File: src/nsbi_pkg.sv
// Package holding shared constants and carrier types of the system bus interface unit.
package nsbi_pkg;
  localparam int NSBI_AD_W = 64;
  localparam int NSBI_CMD_W = 9;
  localparam int NSBI_CHK_W = 8;
  localparam int NSBI_FIFO_DEPTH = 32;
  // Command bus fields.
  localparam int NSBI_CMD_DATA_BIT = 8;
  localparam int NSBI_CMD_WRITE_BIT = 7;
  localparam int NSBI_CMD_LAST_BIT = 5;
  localparam int NSBI_CMD_ERR_BIT = 4;
  localparam int NSBI_CMD_BLOCK_BIT = 3;
  localparam int NSBI_CMD_SIZE_LSB = 0;
  localparam int NSBI_CMD_SIZE_W = 3;
  localparam int NSBI_BYTE_ADDR_W = 3;
  localparam logic [NSBI_CMD_W-1:0] NSBI_CMD_RST = 9'h000;
  localparam logic [3:0] NSBI_MULT_RST = 4'h0;
  localparam int NSBI_SWAP_LEAD_CYC = 2;

  // Pipeline clock multiplier codes, in half steps up to 5.0, then whole steps.
  typedef enum logic [3:0] {
    NSBI_MUL_2P0 = 4'h0, NSBI_MUL_2P5 = 4'h1, NSBI_MUL_3P0 = 4'h2, NSBI_MUL_3P5 = 4'h3,
    NSBI_MUL_4P0 = 4'h4, NSBI_MUL_4P5 = 4'h5, NSBI_MUL_5P0 = 4'h6, NSBI_MUL_6P0 = 4'h7,
    NSBI_MUL_7P0 = 4'h8, NSBI_MUL_8P0 = 4'h9, NSBI_MUL_9P0 = 4'ha
  } nsbi_mult_t;

  typedef enum logic [2:0] {
    NSBI_ST_IDLE = 3'b000,
    NSBI_ST_ADDR = 3'b001,
    NSBI_ST_WDATA = 3'b010,
    NSBI_ST_RELEASED = 3'b011,
    NSBI_ST_PREQ = 3'b100,
    NSBI_ST_EXT = 3'b101
  } nsbi_state_t;

  // One request from the processor core.
  typedef struct packed {
    logic write;
    logic ifetch;
    logic block;
    logic [NSBI_CMD_SIZE_W-1:0] size;
    logic [NSBI_AD_W-1:0] addr;
    logic [NSBI_AD_W-1:0] wdata;
  } nsbi_req_t;

  // One returned read word.
  typedef struct packed {
    logic tag;
    logic last;
    logic err;
    logic [NSBI_AD_W-1:0] data;
  } nsbi_rsp_t;

  localparam int NSBI_RSP_W = $bits(nsbi_rsp_t);
endpackage

File: src/nsbi_top.sv
// Processor-side non-pendant system bus interface unit.
`timescale 1ns/100ps
//////////////////////////////////////////////////////////////////////////////
// Function
// - Pipeline clock multiplier is one of eleven selectable factors from 2 to 9.
// - Addresses and data share a 64-bit bus with 9-bit command and 8-bit check.
// - The driver of a data cycle places byte parity on the check bus.
// - Command parity is ignored on input and driven zero on output.
// - Command marks address or data, read/write, last word and error.
// - Command bus is two-way for device and external requests.
// - Low three address bits give start byte; command gives byte count; blocks allowed.
// - Agent signals read/write readiness; device samples before dropping the address.
// - Agent requests the buses; device grants with the handover output.
// - Outbound valid only while device drives valid address or data.
// - At most two reads outstanding, completed in either order.
// - Device requests the bus back to issue a second read.
// - After the grant the device drives the second read then releases again.
// - Each swap cycle toggles assumed return order; default is issue order.
// - Read kind is high for instruction fetch, low for data read.
// - Outgoing rate set by boot mode bits; incoming rate set by the agent.
module nsbi_top
  import nsbi_pkg::*;
(
  // Clock and reset.
  input wire logic i_mclk,
  input wire logic i_resetn,
  // Boot-time mode bits.
  input wire logic [3:0] i_clk_mult,
  input wire logic [1:0] i_tx_rate,
  // Core request side.
  input wire logic i_req_valid,
  output logic o_req_ready,
  input wire nsbi_req_t i_req,
  // Core response side.
  output logic o_rsp_valid,
  input wire logic i_rsp_ready,
  output nsbi_rsp_t o_rsp,
  output logic [3:0] o_pipe_mult,
  // System bus pins.
  input wire logic [NSBI_AD_W-1:0] i_sys_addr_data_bus,
  output logic [NSBI_AD_W-1:0] o_sys_addr_data_bus,
  output logic o_sys_addr_data_bus_oe,
  input wire logic [NSBI_CHK_W-1:0] i_addr_data_check_bits,
  output logic [NSBI_CHK_W-1:0] o_addr_data_check_bits,
  output logic o_addr_data_check_bits_oe,
  input wire logic [NSBI_CMD_W-1:0] i_cmd_ident_bus,
  output logic [NSBI_CMD_W-1:0] o_cmd_ident_bus,
  output logic o_cmd_ident_bus_oe,
  input wire logic i_cmd_parity_pin,
  output logic o_cmd_parity_pin,
  output logic o_cmd_parity_pin_oe,
  // Handshake pins.
  input wire logic i_read_accept_ready_n,
  input wire logic i_write_accept_ready_n,
  input wire logic i_external_bus_request_n,
  output logic o_release_n,
  input wire logic i_inbound_qualifier_n,
  output logic o_outbound_qualifier_n,
  output logic o_processor_bus_request_n,
  input wire logic i_processor_bus_grant_n,
  input wire logic i_response_order_swap_n,
  output logic o_read_kind
);
  //////////////////////////////////////////////////////////////////////////////
  // Reset release and pin synchronisers.
  logic [1:0] rst_sync;
  wire rst_n = rst_sync[1];
  always_ff @(posedge i_mclk or negedge i_resetn)
  begin
    if (!i_resetn)
      rst_sync <= 2'b00;
    else
      rst_sync <= {rst_sync[0], 1'b1};
  end

  // Handshake pins pass three flops; a change counts once stages two and three agree.
  localparam int NSYN = 6;
  wire [NSYN-1:0] pin_raw = {i_read_accept_ready_n, i_write_accept_ready_n, i_external_bus_request_n,
                             i_inbound_qualifier_n, i_processor_bus_grant_n, i_response_order_swap_n};
  logic [NSYN-1:0] syn1, syn2, syn3, pin_f;
  always_ff @(posedge i_mclk or negedge rst_n)
  begin
    if (!rst_n)
    begin
      syn1 <= '1;
      syn2 <= '1;
      syn3 <= '1;
      pin_f <= '1;
    end
    else
    begin
      syn1 <= pin_raw;
      syn2 <= syn1;
      syn3 <= syn2;
      pin_f <= (syn2 & syn3) | (pin_f & (syn2 ^ syn3));
    end
  end
  wire rd_rdy = !pin_f[5];
  wire wr_rdy = !pin_f[4];
  wire ext_req = !pin_f[3];
  // Qualifier and swap are one-cycle pulses that the agreement filter would swallow.
  // They are taken from the third stage instead, in step with the delayed bus words.
  wire vin = !syn3[2];
  wire grant = !pin_f[1];
  wire swap = !syn3[0];
  // Bus data matched to the delayed qualifier.
  logic [NSBI_AD_W-1:0] ad_d1, ad_d2, ad_d3;
  logic [NSBI_CMD_W-1:0] cmd_d1, cmd_d2, cmd_d3;

  //////////////////////////////////////////////////////////////////////////////
  // Parity, mode bits and state.
  function automatic logic [NSBI_CHK_W-1:0] byte_par(input logic [NSBI_AD_W-1:0] d);
    logic [NSBI_CHK_W-1:0] p;
    p = '0;
    for (int i = 0; i < NSBI_CHK_W; i++)
      p[i] = ^d[i*8 +: 8];
    return p;
  endfunction

  // Multiplier is caught after reset release; the pipeline PLL itself lives outside.
  logic [3:0] pipe_mult;
  logic mult_caught;
  always_ff @(posedge i_mclk or negedge rst_n)
  begin
    if (!rst_n)
    begin
      pipe_mult <= NSBI_MULT_RST;
      mult_caught <= 1'b0;
    end
    else if (!mult_caught)
    begin
      pipe_mult <= (i_clk_mult > 4'(NSBI_MUL_9P0)) ? NSBI_MULT_RST : i_clk_mult;
      mult_caught <= 1'b1;
    end
  end

  nsbi_state_t state, next_state;
  logic [1:0] outstanding;
  logic order_swapped;
  logic first_tag;
  logic [1:0] pace;
  wire pace_ok = (pace == i_tx_rate);

  wire req_is_rd = i_req_valid && !i_req.write;
  wire can_read = req_is_rd && rd_rdy && (outstanding < 2'd2);
  wire can_write = i_req_valid && i_req.write && wr_rdy && (outstanding == 2'd0);
  wire own_bus = (state == NSBI_ST_IDLE);
  wire start = own_bus && pace_ok && !ext_req && (can_read || can_write);
  wire start2 = (state == NSBI_ST_PREQ) && grant && pace_ok && can_read;
  wire in_word = vin && !own_bus && cmd_d3[NSBI_CMD_DATA_BIT];
  wire in_last = in_word && cmd_d3[NSBI_CMD_LAST_BIT];
  wire fifo_ready;

  wire [NSBI_CMD_W-1:0] addr_cmd = {1'b0, i_req.write, 3'b000, i_req.block, i_req.size};
  wire [NSBI_CMD_W-1:0] data_cmd = NSBI_CMD_W'(1) << NSBI_CMD_DATA_BIT | NSBI_CMD_W'(1) << NSBI_CMD_LAST_BIT;

  // Done completions: when one read finishes, its tag leaves; the other read becomes first.
  wire done_tag = first_tag ^ order_swapped;

  always_comb
  begin
    next_state = state;
    unique case (state)
      NSBI_ST_IDLE:
        if (start)
          next_state = NSBI_ST_ADDR;
        else if (ext_req)
          next_state = NSBI_ST_EXT;
      NSBI_ST_ADDR:
        next_state = i_req.write ? NSBI_ST_WDATA : NSBI_ST_RELEASED;
      NSBI_ST_WDATA:
        next_state = NSBI_ST_IDLE;
      NSBI_ST_RELEASED:
        if (outstanding == 2'd0)
          next_state = NSBI_ST_IDLE;
        else if (outstanding == 2'd1 && req_is_rd && !in_last)
          next_state = NSBI_ST_PREQ;
      NSBI_ST_PREQ:
        if (start2)
          next_state = NSBI_ST_ADDR;
      NSBI_ST_EXT:
        if (!ext_req && outstanding == 2'd0)
          next_state = NSBI_ST_IDLE;
      default:
        next_state = NSBI_ST_IDLE;
    endcase
  end

  //////////////////////////////////////////////////////////////////////////////
  // Bus drive and bookkeeping.
  always_ff @(posedge i_mclk or negedge rst_n)
  begin
    if (!rst_n)
    begin
      state <= NSBI_ST_IDLE;
      outstanding <= 2'd0;
      order_swapped <= 1'b0;
      first_tag <= 1'b0;
      pace <= 2'd0;
      o_sys_addr_data_bus <= '0;
      o_addr_data_check_bits <= '0;
      o_cmd_ident_bus <= NSBI_CMD_RST;
      o_sys_addr_data_bus_oe <= 1'b1;
      o_outbound_qualifier_n <= 1'b1;
      o_release_n <= 1'b1;
      o_processor_bus_request_n <= 1'b1;
      o_read_kind <= 1'b0;
      o_req_ready <= 1'b0;
      ad_d1 <= '0;
      ad_d2 <= '0;
      ad_d3 <= '0;
      cmd_d1 <= NSBI_CMD_RST;
      cmd_d2 <= NSBI_CMD_RST;
      cmd_d3 <= NSBI_CMD_RST;
    end
    else
    begin
      state <= next_state;
      pace <= pace_ok ? 2'd0 : pace + 2'd1;
      ad_d1 <= i_sys_addr_data_bus;
      ad_d2 <= ad_d1;
      ad_d3 <= ad_d2;
      cmd_d1 <= i_cmd_ident_bus;
      cmd_d2 <= cmd_d1;
      cmd_d3 <= cmd_d2;
      o_req_ready <= 1'b0;
      o_outbound_qualifier_n <= 1'b1;
      o_read_kind <= 1'b0;
      if (start || start2)
      begin
        o_sys_addr_data_bus <= i_req.addr;
        o_addr_data_check_bits <= byte_par(i_req.addr);
        o_cmd_ident_bus <= addr_cmd;
        o_outbound_qualifier_n <= 1'b0;
        o_read_kind <= !i_req.write && i_req.ifetch;
        o_req_ready <= !i_req.write;
        o_processor_bus_request_n <= 1'b1;
      end
      else if (state == NSBI_ST_ADDR && i_req.write)
      begin
        o_sys_addr_data_bus <= i_req.wdata;
        o_addr_data_check_bits <= byte_par(i_req.wdata);
        o_cmd_ident_bus <= data_cmd;
        o_outbound_qualifier_n <= 1'b0;
        o_req_ready <= 1'b1;
      end
      // Bus is handed over after a read address, or on an external request while idle.
      o_sys_addr_data_bus_oe <= (next_state == NSBI_ST_IDLE) || (next_state == NSBI_ST_ADDR)
                                || (next_state == NSBI_ST_WDATA);
      o_release_n <= !((next_state == NSBI_ST_RELEASED && state == NSBI_ST_ADDR)
                       || (next_state == NSBI_ST_EXT && state == NSBI_ST_IDLE));
      if (next_state == NSBI_ST_PREQ)
        o_processor_bus_request_n <= 1'b0;
      // Each swap cycle reverses the order; the last return word of a read retires it.
      if (swap)
        order_swapped <= !order_swapped;
      if (start || start2)
      begin
        if (!i_req.write)
        begin
          if (outstanding == 2'd0)
            first_tag <= 1'b0;
          outstanding <= outstanding + 2'd1 - 2'(in_last);
        end
      end
      else if (in_last && outstanding != 2'd0)
      begin
        outstanding <= outstanding - 2'd1;
        first_tag <= !done_tag;
        if (outstanding == 2'd1)
          order_swapped <= swap;
        else if (swap)
          order_swapped <= !order_swapped;
        else
          order_swapped <= 1'b0;
      end
    end
  end
  assign o_addr_data_check_bits_oe = o_sys_addr_data_bus_oe;
  assign o_cmd_ident_bus_oe = o_sys_addr_data_bus_oe;
  assign o_cmd_parity_pin = 1'b0;
  assign o_cmd_parity_pin_oe = o_sys_addr_data_bus_oe;
  assign o_pipe_mult = pipe_mult;

  //////////////////////////////////////////////////////////////////////////////
  // Returned read words go through the FIFO; a full FIFO only drops valid words counting.
  nsbi_rsp_t rsp_in;
  assign rsp_in = '{tag: done_tag, last: cmd_d3[NSBI_CMD_LAST_BIT], err: cmd_d3[NSBI_CMD_ERR_BIT],
                    data: ad_d3};
  nsbi_fifo #(.WIDTH(NSBI_RSP_W), .DEPTH(NSBI_FIFO_DEPTH)) u_rsp_fifo
  (
    .i_mclk(i_mclk),
    .i_rst_n(rst_n),
    .i_in_valid(in_word),
    .o_in_ready(fifo_ready),
    .i_in_data(rsp_in),
    .o_out_valid(o_rsp_valid),
    .i_out_ready(i_rsp_ready),
    .o_out_data(o_rsp)
  );

  //////////////////////////////////////////////////////////////////////////////
  // Checks.
  chk_cmd_parity_zero: assert property (@(posedge i_mclk) disable iff (!rst_n)
    o_cmd_parity_pin == 1'b0) else $error("command parity not zero");
  chk_valid_with_oe: assert property (@(posedge i_mclk) disable iff (!rst_n)
    !o_outbound_qualifier_n |-> o_sys_addr_data_bus_oe) else $error("valid without drive");
  chk_data_parity_ok: assert property (@(posedge i_mclk) disable iff (!rst_n)
    !o_outbound_qualifier_n |-> o_addr_data_check_bits == byte_par(o_sys_addr_data_bus))
    else $error("bad outbound parity");
  chk_two_reads_max: assert property (@(posedge i_mclk) disable iff (!rst_n)
    outstanding <= 2'd2) else $error("too many reads");
  chk_preq_one_read: assert property (@(posedge i_mclk) disable iff (!rst_n)
    !o_processor_bus_request_n |-> outstanding == 2'd1 || $past(grant)) else $error("bus request misuse");
  chk_swap_toggles: assert property (@(posedge i_mclk) disable iff (!rst_n)
    swap && !in_last && !start && !start2 |=> order_swapped != $past(order_swapped))
    else $error("swap did not toggle");
  chk_fetch_kind: assert property (@(posedge i_mclk) disable iff (!rst_n)
    o_read_kind |-> !o_outbound_qualifier_n && !o_cmd_ident_bus[NSBI_CMD_WRITE_BIT])
    else $error("read kind outside read address");
  chk_read_release: assert property (@(posedge i_mclk) disable iff (!rst_n)
    state == NSBI_ST_ADDR && !i_req.write |-> ##[0:1] !o_release_n) else $error("no release after read");
  chk_ext_grant: assert property (@(posedge i_mclk) disable iff (!rst_n)
    state == NSBI_ST_IDLE && ext_req && !start |=> !o_release_n) else $error("ext request not granted");
  cov_write: cover property (@(posedge i_mclk) state == NSBI_ST_ADDR ##1 state == NSBI_ST_WDATA);
  cov_second_read: cover property (@(posedge i_mclk) start2);
  cov_swap_two: cover property (@(posedge i_mclk) swap && outstanding == 2'd2);
  cov_fifo_full: cover property (@(posedge i_mclk) !fifo_ready);
endmodule

File: src/nsbi_fifo.sv
// Parameterised flip-flop FIFO with valid and ready on both sides.
`timescale 1ns/100ps
module nsbi_fifo
#(
  parameter int WIDTH = 8,
  parameter int DEPTH = 32
)
(
  // Clock and reset.
  input wire logic i_mclk,
  input wire logic i_rst_n,
  // Write side.
  input wire logic i_in_valid,
  output logic o_in_ready,
  input wire logic [WIDTH-1:0] i_in_data,
  // Read side.
  output logic o_out_valid,
  input wire logic i_out_ready,
  output logic [WIDTH-1:0] o_out_data
);
  localparam int AW = $clog2(DEPTH);
  logic [WIDTH-1:0] mem [DEPTH];
  logic [AW-1:0] wr_ptr;
  logic [AW-1:0] rd_ptr;
  logic [AW:0] count;
  wire push = i_in_valid && o_in_ready;
  wire pop = o_out_valid && i_out_ready;
  assign o_in_ready = (count != (AW+1)'(DEPTH));
  assign o_out_valid = (count != '0);
  assign o_out_data = mem[rd_ptr];

  always_ff @(posedge i_mclk or negedge i_rst_n)
  begin
    if (!i_rst_n)
    begin
      wr_ptr <= '0;
      rd_ptr <= '0;
      count <= '0;
    end
    else
    begin
      if (push)
        wr_ptr <= (wr_ptr == AW'(DEPTH-1)) ? '0 : wr_ptr + 1'b1;
      if (pop)
        rd_ptr <= (rd_ptr == AW'(DEPTH-1)) ? '0 : rd_ptr + 1'b1;
      count <= count + (AW+1)'(push) - (AW+1)'(pop);
    end
  end

  always_ff @(posedge i_mclk)
  begin
    if (push)
      mem[wr_ptr] <= i_in_data;
  end
endmodule

File: config.mk
export PLATFORM = sky130hd
export DESIGN_NAME = nsbi_top
export DESIGN_NICKNAME = d
export VERILOG_FILES = /design/src/nsbi_pkg.sv /design/src/nsbi_top.sv /design/src/nsbi_fifo.sv
export SDC_FILE = /design/constraint.sdc
export NUM_CORES = 2
export LEC_CHECK = 0
export ABC_AREA = 1
export BUFFER_PORTS_ARGS = -buffer_cell sky130_fd_sc_hd__buf_4
export CAP_MARGIN = 20
export CORE_MARGIN = 1.5
export CORE_UTILIZATION = 25
export CTS_CLUSTER_SIZE = 8
export DETAILED_ROUTE_END_ITERATION = 6
export HOLD_SLACK_MARGIN = 0.06
export PLACE_DENSITY = 0.36
export RECOVER_POWER = 100
export SYNTH_ARGS = -nofsm -noshare
export SYNTH_HDL_FRONTEND = slang
export SYNTH_SLANG_ARGS = --single-unit
File: constraint.sdc
create_clock -name i_mclk -period 12.9 [get_ports i_mclk]
set_clock_uncertainty 0.2 [all_clocks]
set_input_delay 0.645 -clock i_mclk [delete_from_list [all_inputs] [get_ports i_mclk]]
set_output_delay 0.645 -clock i_mclk [all_outputs]
set_load 0.02 [all_outputs]
==> results.toml <==
[yosys]
async_s_r_ff_share_synth_pct = 13.7
synth_mux_area_share_pct = 0
ys_seq_elements = 2483
ys_seq_area_share_pct = 74.9
syn-cell-area_um2 = 97400
synth_cells = 7773
main_combinational_cell_family_by_area_after_synthesis = "simple AND/OR/NAND/NOR gates"
synth_largest_type_area_fraction_pct = 66.1
yosysWarnings = 0
yosysTopAreaCell = "sky130_fd_sc_hd__edfxtp_1"
dominantRegCellSynth = "sky130_fd_sc_hd__edfxtp_1"
synthXorXnorAreaFrac_pct = 0.782
synth_compound_area_share_pct = 9.73
synth.avg_cell_area_um2 = 12.5
ys_types = 34
synth_fa_ha_area_share_pct = 0.329
post_synth_edffs = 2144
synth_simple_gate_area_share_pct = 11.6
cell_types_with_the_largest_area_share_after_synthesis = "sky130_fd_sc_hd__edfxtp_1, sky130_fd_sc_hd__dfrtp_1, sky130_fd_sc_hd__nand2_1"

[sta]
grt_setup_unrepaired = "no"
final_critical_path_setup_slack_ns = 3.81
hold-worst-slack_ns = 0.135
relSlewSlack_pct = -237
finalMaxSlewViolations = 2921
finalHoldViolCount = 0
max_freq_mhz = 110
min_clock_period_post_route_ns = 9.09
setup_viol_count_final = 0
final.setup.tns_ns = 0
timing_worst_slew_pin_value_ns = 5.05
final_min_period_over_clock_period_pct = 70.5

[worst_hold_path]
min_path_cells = 0
hold_path_class = "reg -> reg"

[clocking]
path_clk_slew_ns = 0.05
cts.root.buffer_cell = "sky130_fd_sc_hd__clkbuf_16"
max-clock-path-buffers = 4
cts.sink_count = 2483
tritoncts.num_buffers = 353
clk_latency_ns = 0.94
h-tree-depth = 5
post_cts.resized_instances = 0
cts.hold.buffers_added = 257
post-cts-setup-buffers = 0
tritoncts_clock_tree = "built"

[critical_path]
critical-path-top-cell-by-count = "sky130_fd_sc_hd__clkbuf_1"
worstPathArrival_ns = 9.34
crit_fanout = 35
worst_path_max_stage_delay_ns = 3.25
worst-path-stages = 10
path_class = "reg -> reg"
cp_num_buf_inv = 4
timing.critical_path.from_type = "flip-flop"
critical-path-top-delay-family = "buffers and inverters"
crit_path_top_delay_cell = "sky130_fd_sc_hd__clkbuf_1"
cp-end-kind = "flip-flop"
r2r_worst_path_depth = 10
cp_data_required_time_ns = 13.15
crit_path_cell_trace = "inv_1 -> ha_1 -> nand2_1 -> nor2_1 -> a21oi_1 -> clkbuf_1 -> nand2_1 -> nor2_1 -> clkbuf_1 -> clkbuf_1"

[placement]
buffer_ports.inserted = 376
dp.final_hpwl_mm = 166
preCtsSetupSlack_ns = 7.17
placedCellCount = 13000
routability_cong = 0.813

[die]
die_outline_height_um = 627
die_w_um = 627
area_of_the_die_um2 = 393000
floorplan.rows = 229
floorplan.initialDensity_pct = 25.1
ioPinCount = 395
placeableCoreArea_um2 = 389000

[run]
cap_viol_max_count = 98

[power]
total_power_divided_by_cell_area_nw_per_um2 = 214
share_seq_of_total_power_pct = 37.5
p_switching_mw = 9.08
p_leak_nw = 40.8
share_comb_of_total_power_pct = 28.0
internal-power_mw = 16.1
vdd.ir_drop.worst_mv = 0.174
power.clock.fraction_pct = 34.5
power_switching_share_pct = 36.1

[grt]
grt_remaining_overflow = 0
global_route.usage.total_pct = 16.7
grt_pass1_wl_mm = 477
grt_antenna_before_repair = 30
grt_start_max_net_pins = 154
first_global_vias = 64200

[routing]
ant_nets = 0
first_pass_iters = 6
wl_per_cell_um = 24.1
viasPerCell = 4.57
drt_first_iter_violations = 4488
route.detailed.drc = 0
routed_via_count = 63400
drt_wl_total_mm = 334

[outcome]
violations = "capacitance limit, slew limit"
run_status = "complete, but fails checks"

[layout]
mostFrequentLayoutCells = "sky130_fd_sc_hd__edfxtp_1, sky130_fd_sc_hd__nand2_1, sky130_fd_sc_hd__nor2_1"
multiInputGateArea_um2 = 22000
final_common_cell = "sky130_fd_sc_hd__edfxtp_1"
final_layout_size_suffix_gt1_share_pct = 8.13
final.fill_count = 39500
finish.net_count = 8711
seqCellArea_um2 = 72900
area_delta_synth_final_pct = 20.8
final_cells = 13900
postLayoutCoreUtil_pct = 30.3
## cell type report
| type | instances | area share [%] |
|---|---|---|
| Inverter | 116 | 0.400 |
| Tap cell | 5197 | 5.53 |
| Antenna cell | 8 | 0.0170 |
| Clock buffer | 552 | 8.29 |
| Clock inverter | 25 | 0.295 |
| Multi-Input combinational cell | 4711 | 18.7 |
| Timing Repair Buffer | 789 | 4.80 |
| Sequential cell | 2483 | 62.0 |
## synthesized netlist by cell type (2+ instances only)
| cell | count |
|---|---|
| sky130_fd_sc_hd__buf_4 | 54 |
| sky130_fd_sc_hd__xor2_1 | 29 |
| sky130_fd_sc_hd__buf_2 | 154 |
| sky130_fd_sc_hd__inv_2 | 8 |
| sky130_fd_sc_hd__nor2_1 | 831 |
| sky130_fd_sc_hd__a22oi_1 | 64 |
| sky130_fd_sc_hd__o21ai_1 | 27 |
| sky130_fd_sc_hd__nor3_1 | 24 |
| sky130_fd_sc_hd__dfrtp_1 | 313 |
| sky130_fd_sc_hd__dfstp_2 | 26 |
| sky130_fd_sc_hd__edfxtp_1 | 2144 |
| sky130_fd_sc_hd__nand3_1 | 235 |
| sky130_fd_sc_hd__buf_6 | 4 |
| sky130_fd_sc_hd__a21boi_0 | 183 |
| sky130_fd_sc_hd__clkbuf_1 | 229 |
| sky130_fd_sc_hd__buf_1 | 25 |
| sky130_fd_sc_hd__ha_1 | 24 |
| sky130_fd_sc_hd__conb_1 | 2 |
| sky130_fd_sc_hd__a21oi_1 | 289 |
| sky130_fd_sc_hd__a21o_1 | 5 |
| sky130_fd_sc_hd__inv_1 | 107 |
| sky130_fd_sc_hd__a21boi_1 | 47 |
| sky130_fd_sc_hd__nand2_1 | 1825 |
| sky130_fd_sc_hd__xnor2_1 | 58 |
| sky130_fd_sc_hd__o22ai_1 | 279 |
| sky130_fd_sc_hd__o21ai_0 | 779 |
## cells by family (layout without fill, tap and decap cells)
| kind of cell | count (synthesis) | after routing |
|---|---|---|
| flops | 2483 | 2483 |
| other cells | 2 | 13 |
| simple gates | 2920 | 2920 |
| buf+inv | 582 | 1482 |
| compound gates | 1674 | 1674 |
| xor+xnor | 87 | 87 |
| fa+ha+maj | 25 | 25 |
## state kept, by name, summed over array words and instances, names as in the netlist, 5 cells and up
| name | cells |
|---|---|
| o_cmd_ident_bus | 6 |
| syn1 | 6 |
| u_rsp_fifo.count | 6 |
| syn2 | 6 |
| syn3 | 6 |
| u_rsp_fifo.wr_ptr | 5 |
| ad_d3 | 64 |
| u_rsp_fifo.mem | 2144 |
| u_rsp_fifo.rd_ptr | 5 |
| o_addr_data_check_bits | 8 |
| o_sys_addr_data_bus | 64 |
| ad_d1 | 64 |
| ad_d2 | 64 |
## power by group through the flow
stage	Combinational, mW	Sequential (mW)	Clock [mW]
2_1_floorplan	4.13	9.61	0
3_3_place_gp	7.42	9.59	0
3_5_place_dp	7.44	9.58	0
4_1_cts	7.56	9.44	8.95
5_1_grt	7.83	9.48	9.26
6_report	7.04	9.43	8.67
## final timing paths
path | start | endpoint | slack, ns
max in group asynchronous | rst_sync[1]$_DFF_PN0_ | ad_d3[25]$_DFF_PN0_ | 5.50
min in group asynchronous | i_resetn | rst_sync[1]$_DFF_PN0_ | 0.38
hold reg to reg | cmd_d2[8]$_DFF_PN0_ | cmd_d3[8]$_DFF_PN0_ | 0.13
setup / recovery | u_rsp_fifo.count[3]$_DFF_PN0_ | u_rsp_fifo.mem[10][27]$_DFFE_PP_ | 3.81
setup reg to reg | u_rsp_fifo.count[3]$_DFF_PN0_ | u_rsp_fifo.mem[10][27]$_DFFE_PP_ | 3.81
hold / removal | cmd_d2[8]$_DFF_PN0_ | cmd_d3[8]$_DFF_PN0_ | 0.13
## per-stage QoR
step	total power, mW	instance area, um2
after floorplan	13.7	97400
after global placement	17.0	106000
after detailed placement	17.0	106000
after CTS	25.9	119000
after global routing	26.6	118000
final	25.1	118000
## layer usage
metal  GRT usage [%]  vias to the layer above  wire [um]
met2            28.4                     1488     160000
met5               0                        -        172
li1                -                    29000          -
met3            2.77                      490      15900
met4            3.68                       26       7650
met1            22.3                    32400     150000
Power figures use the tool's default switching activity.
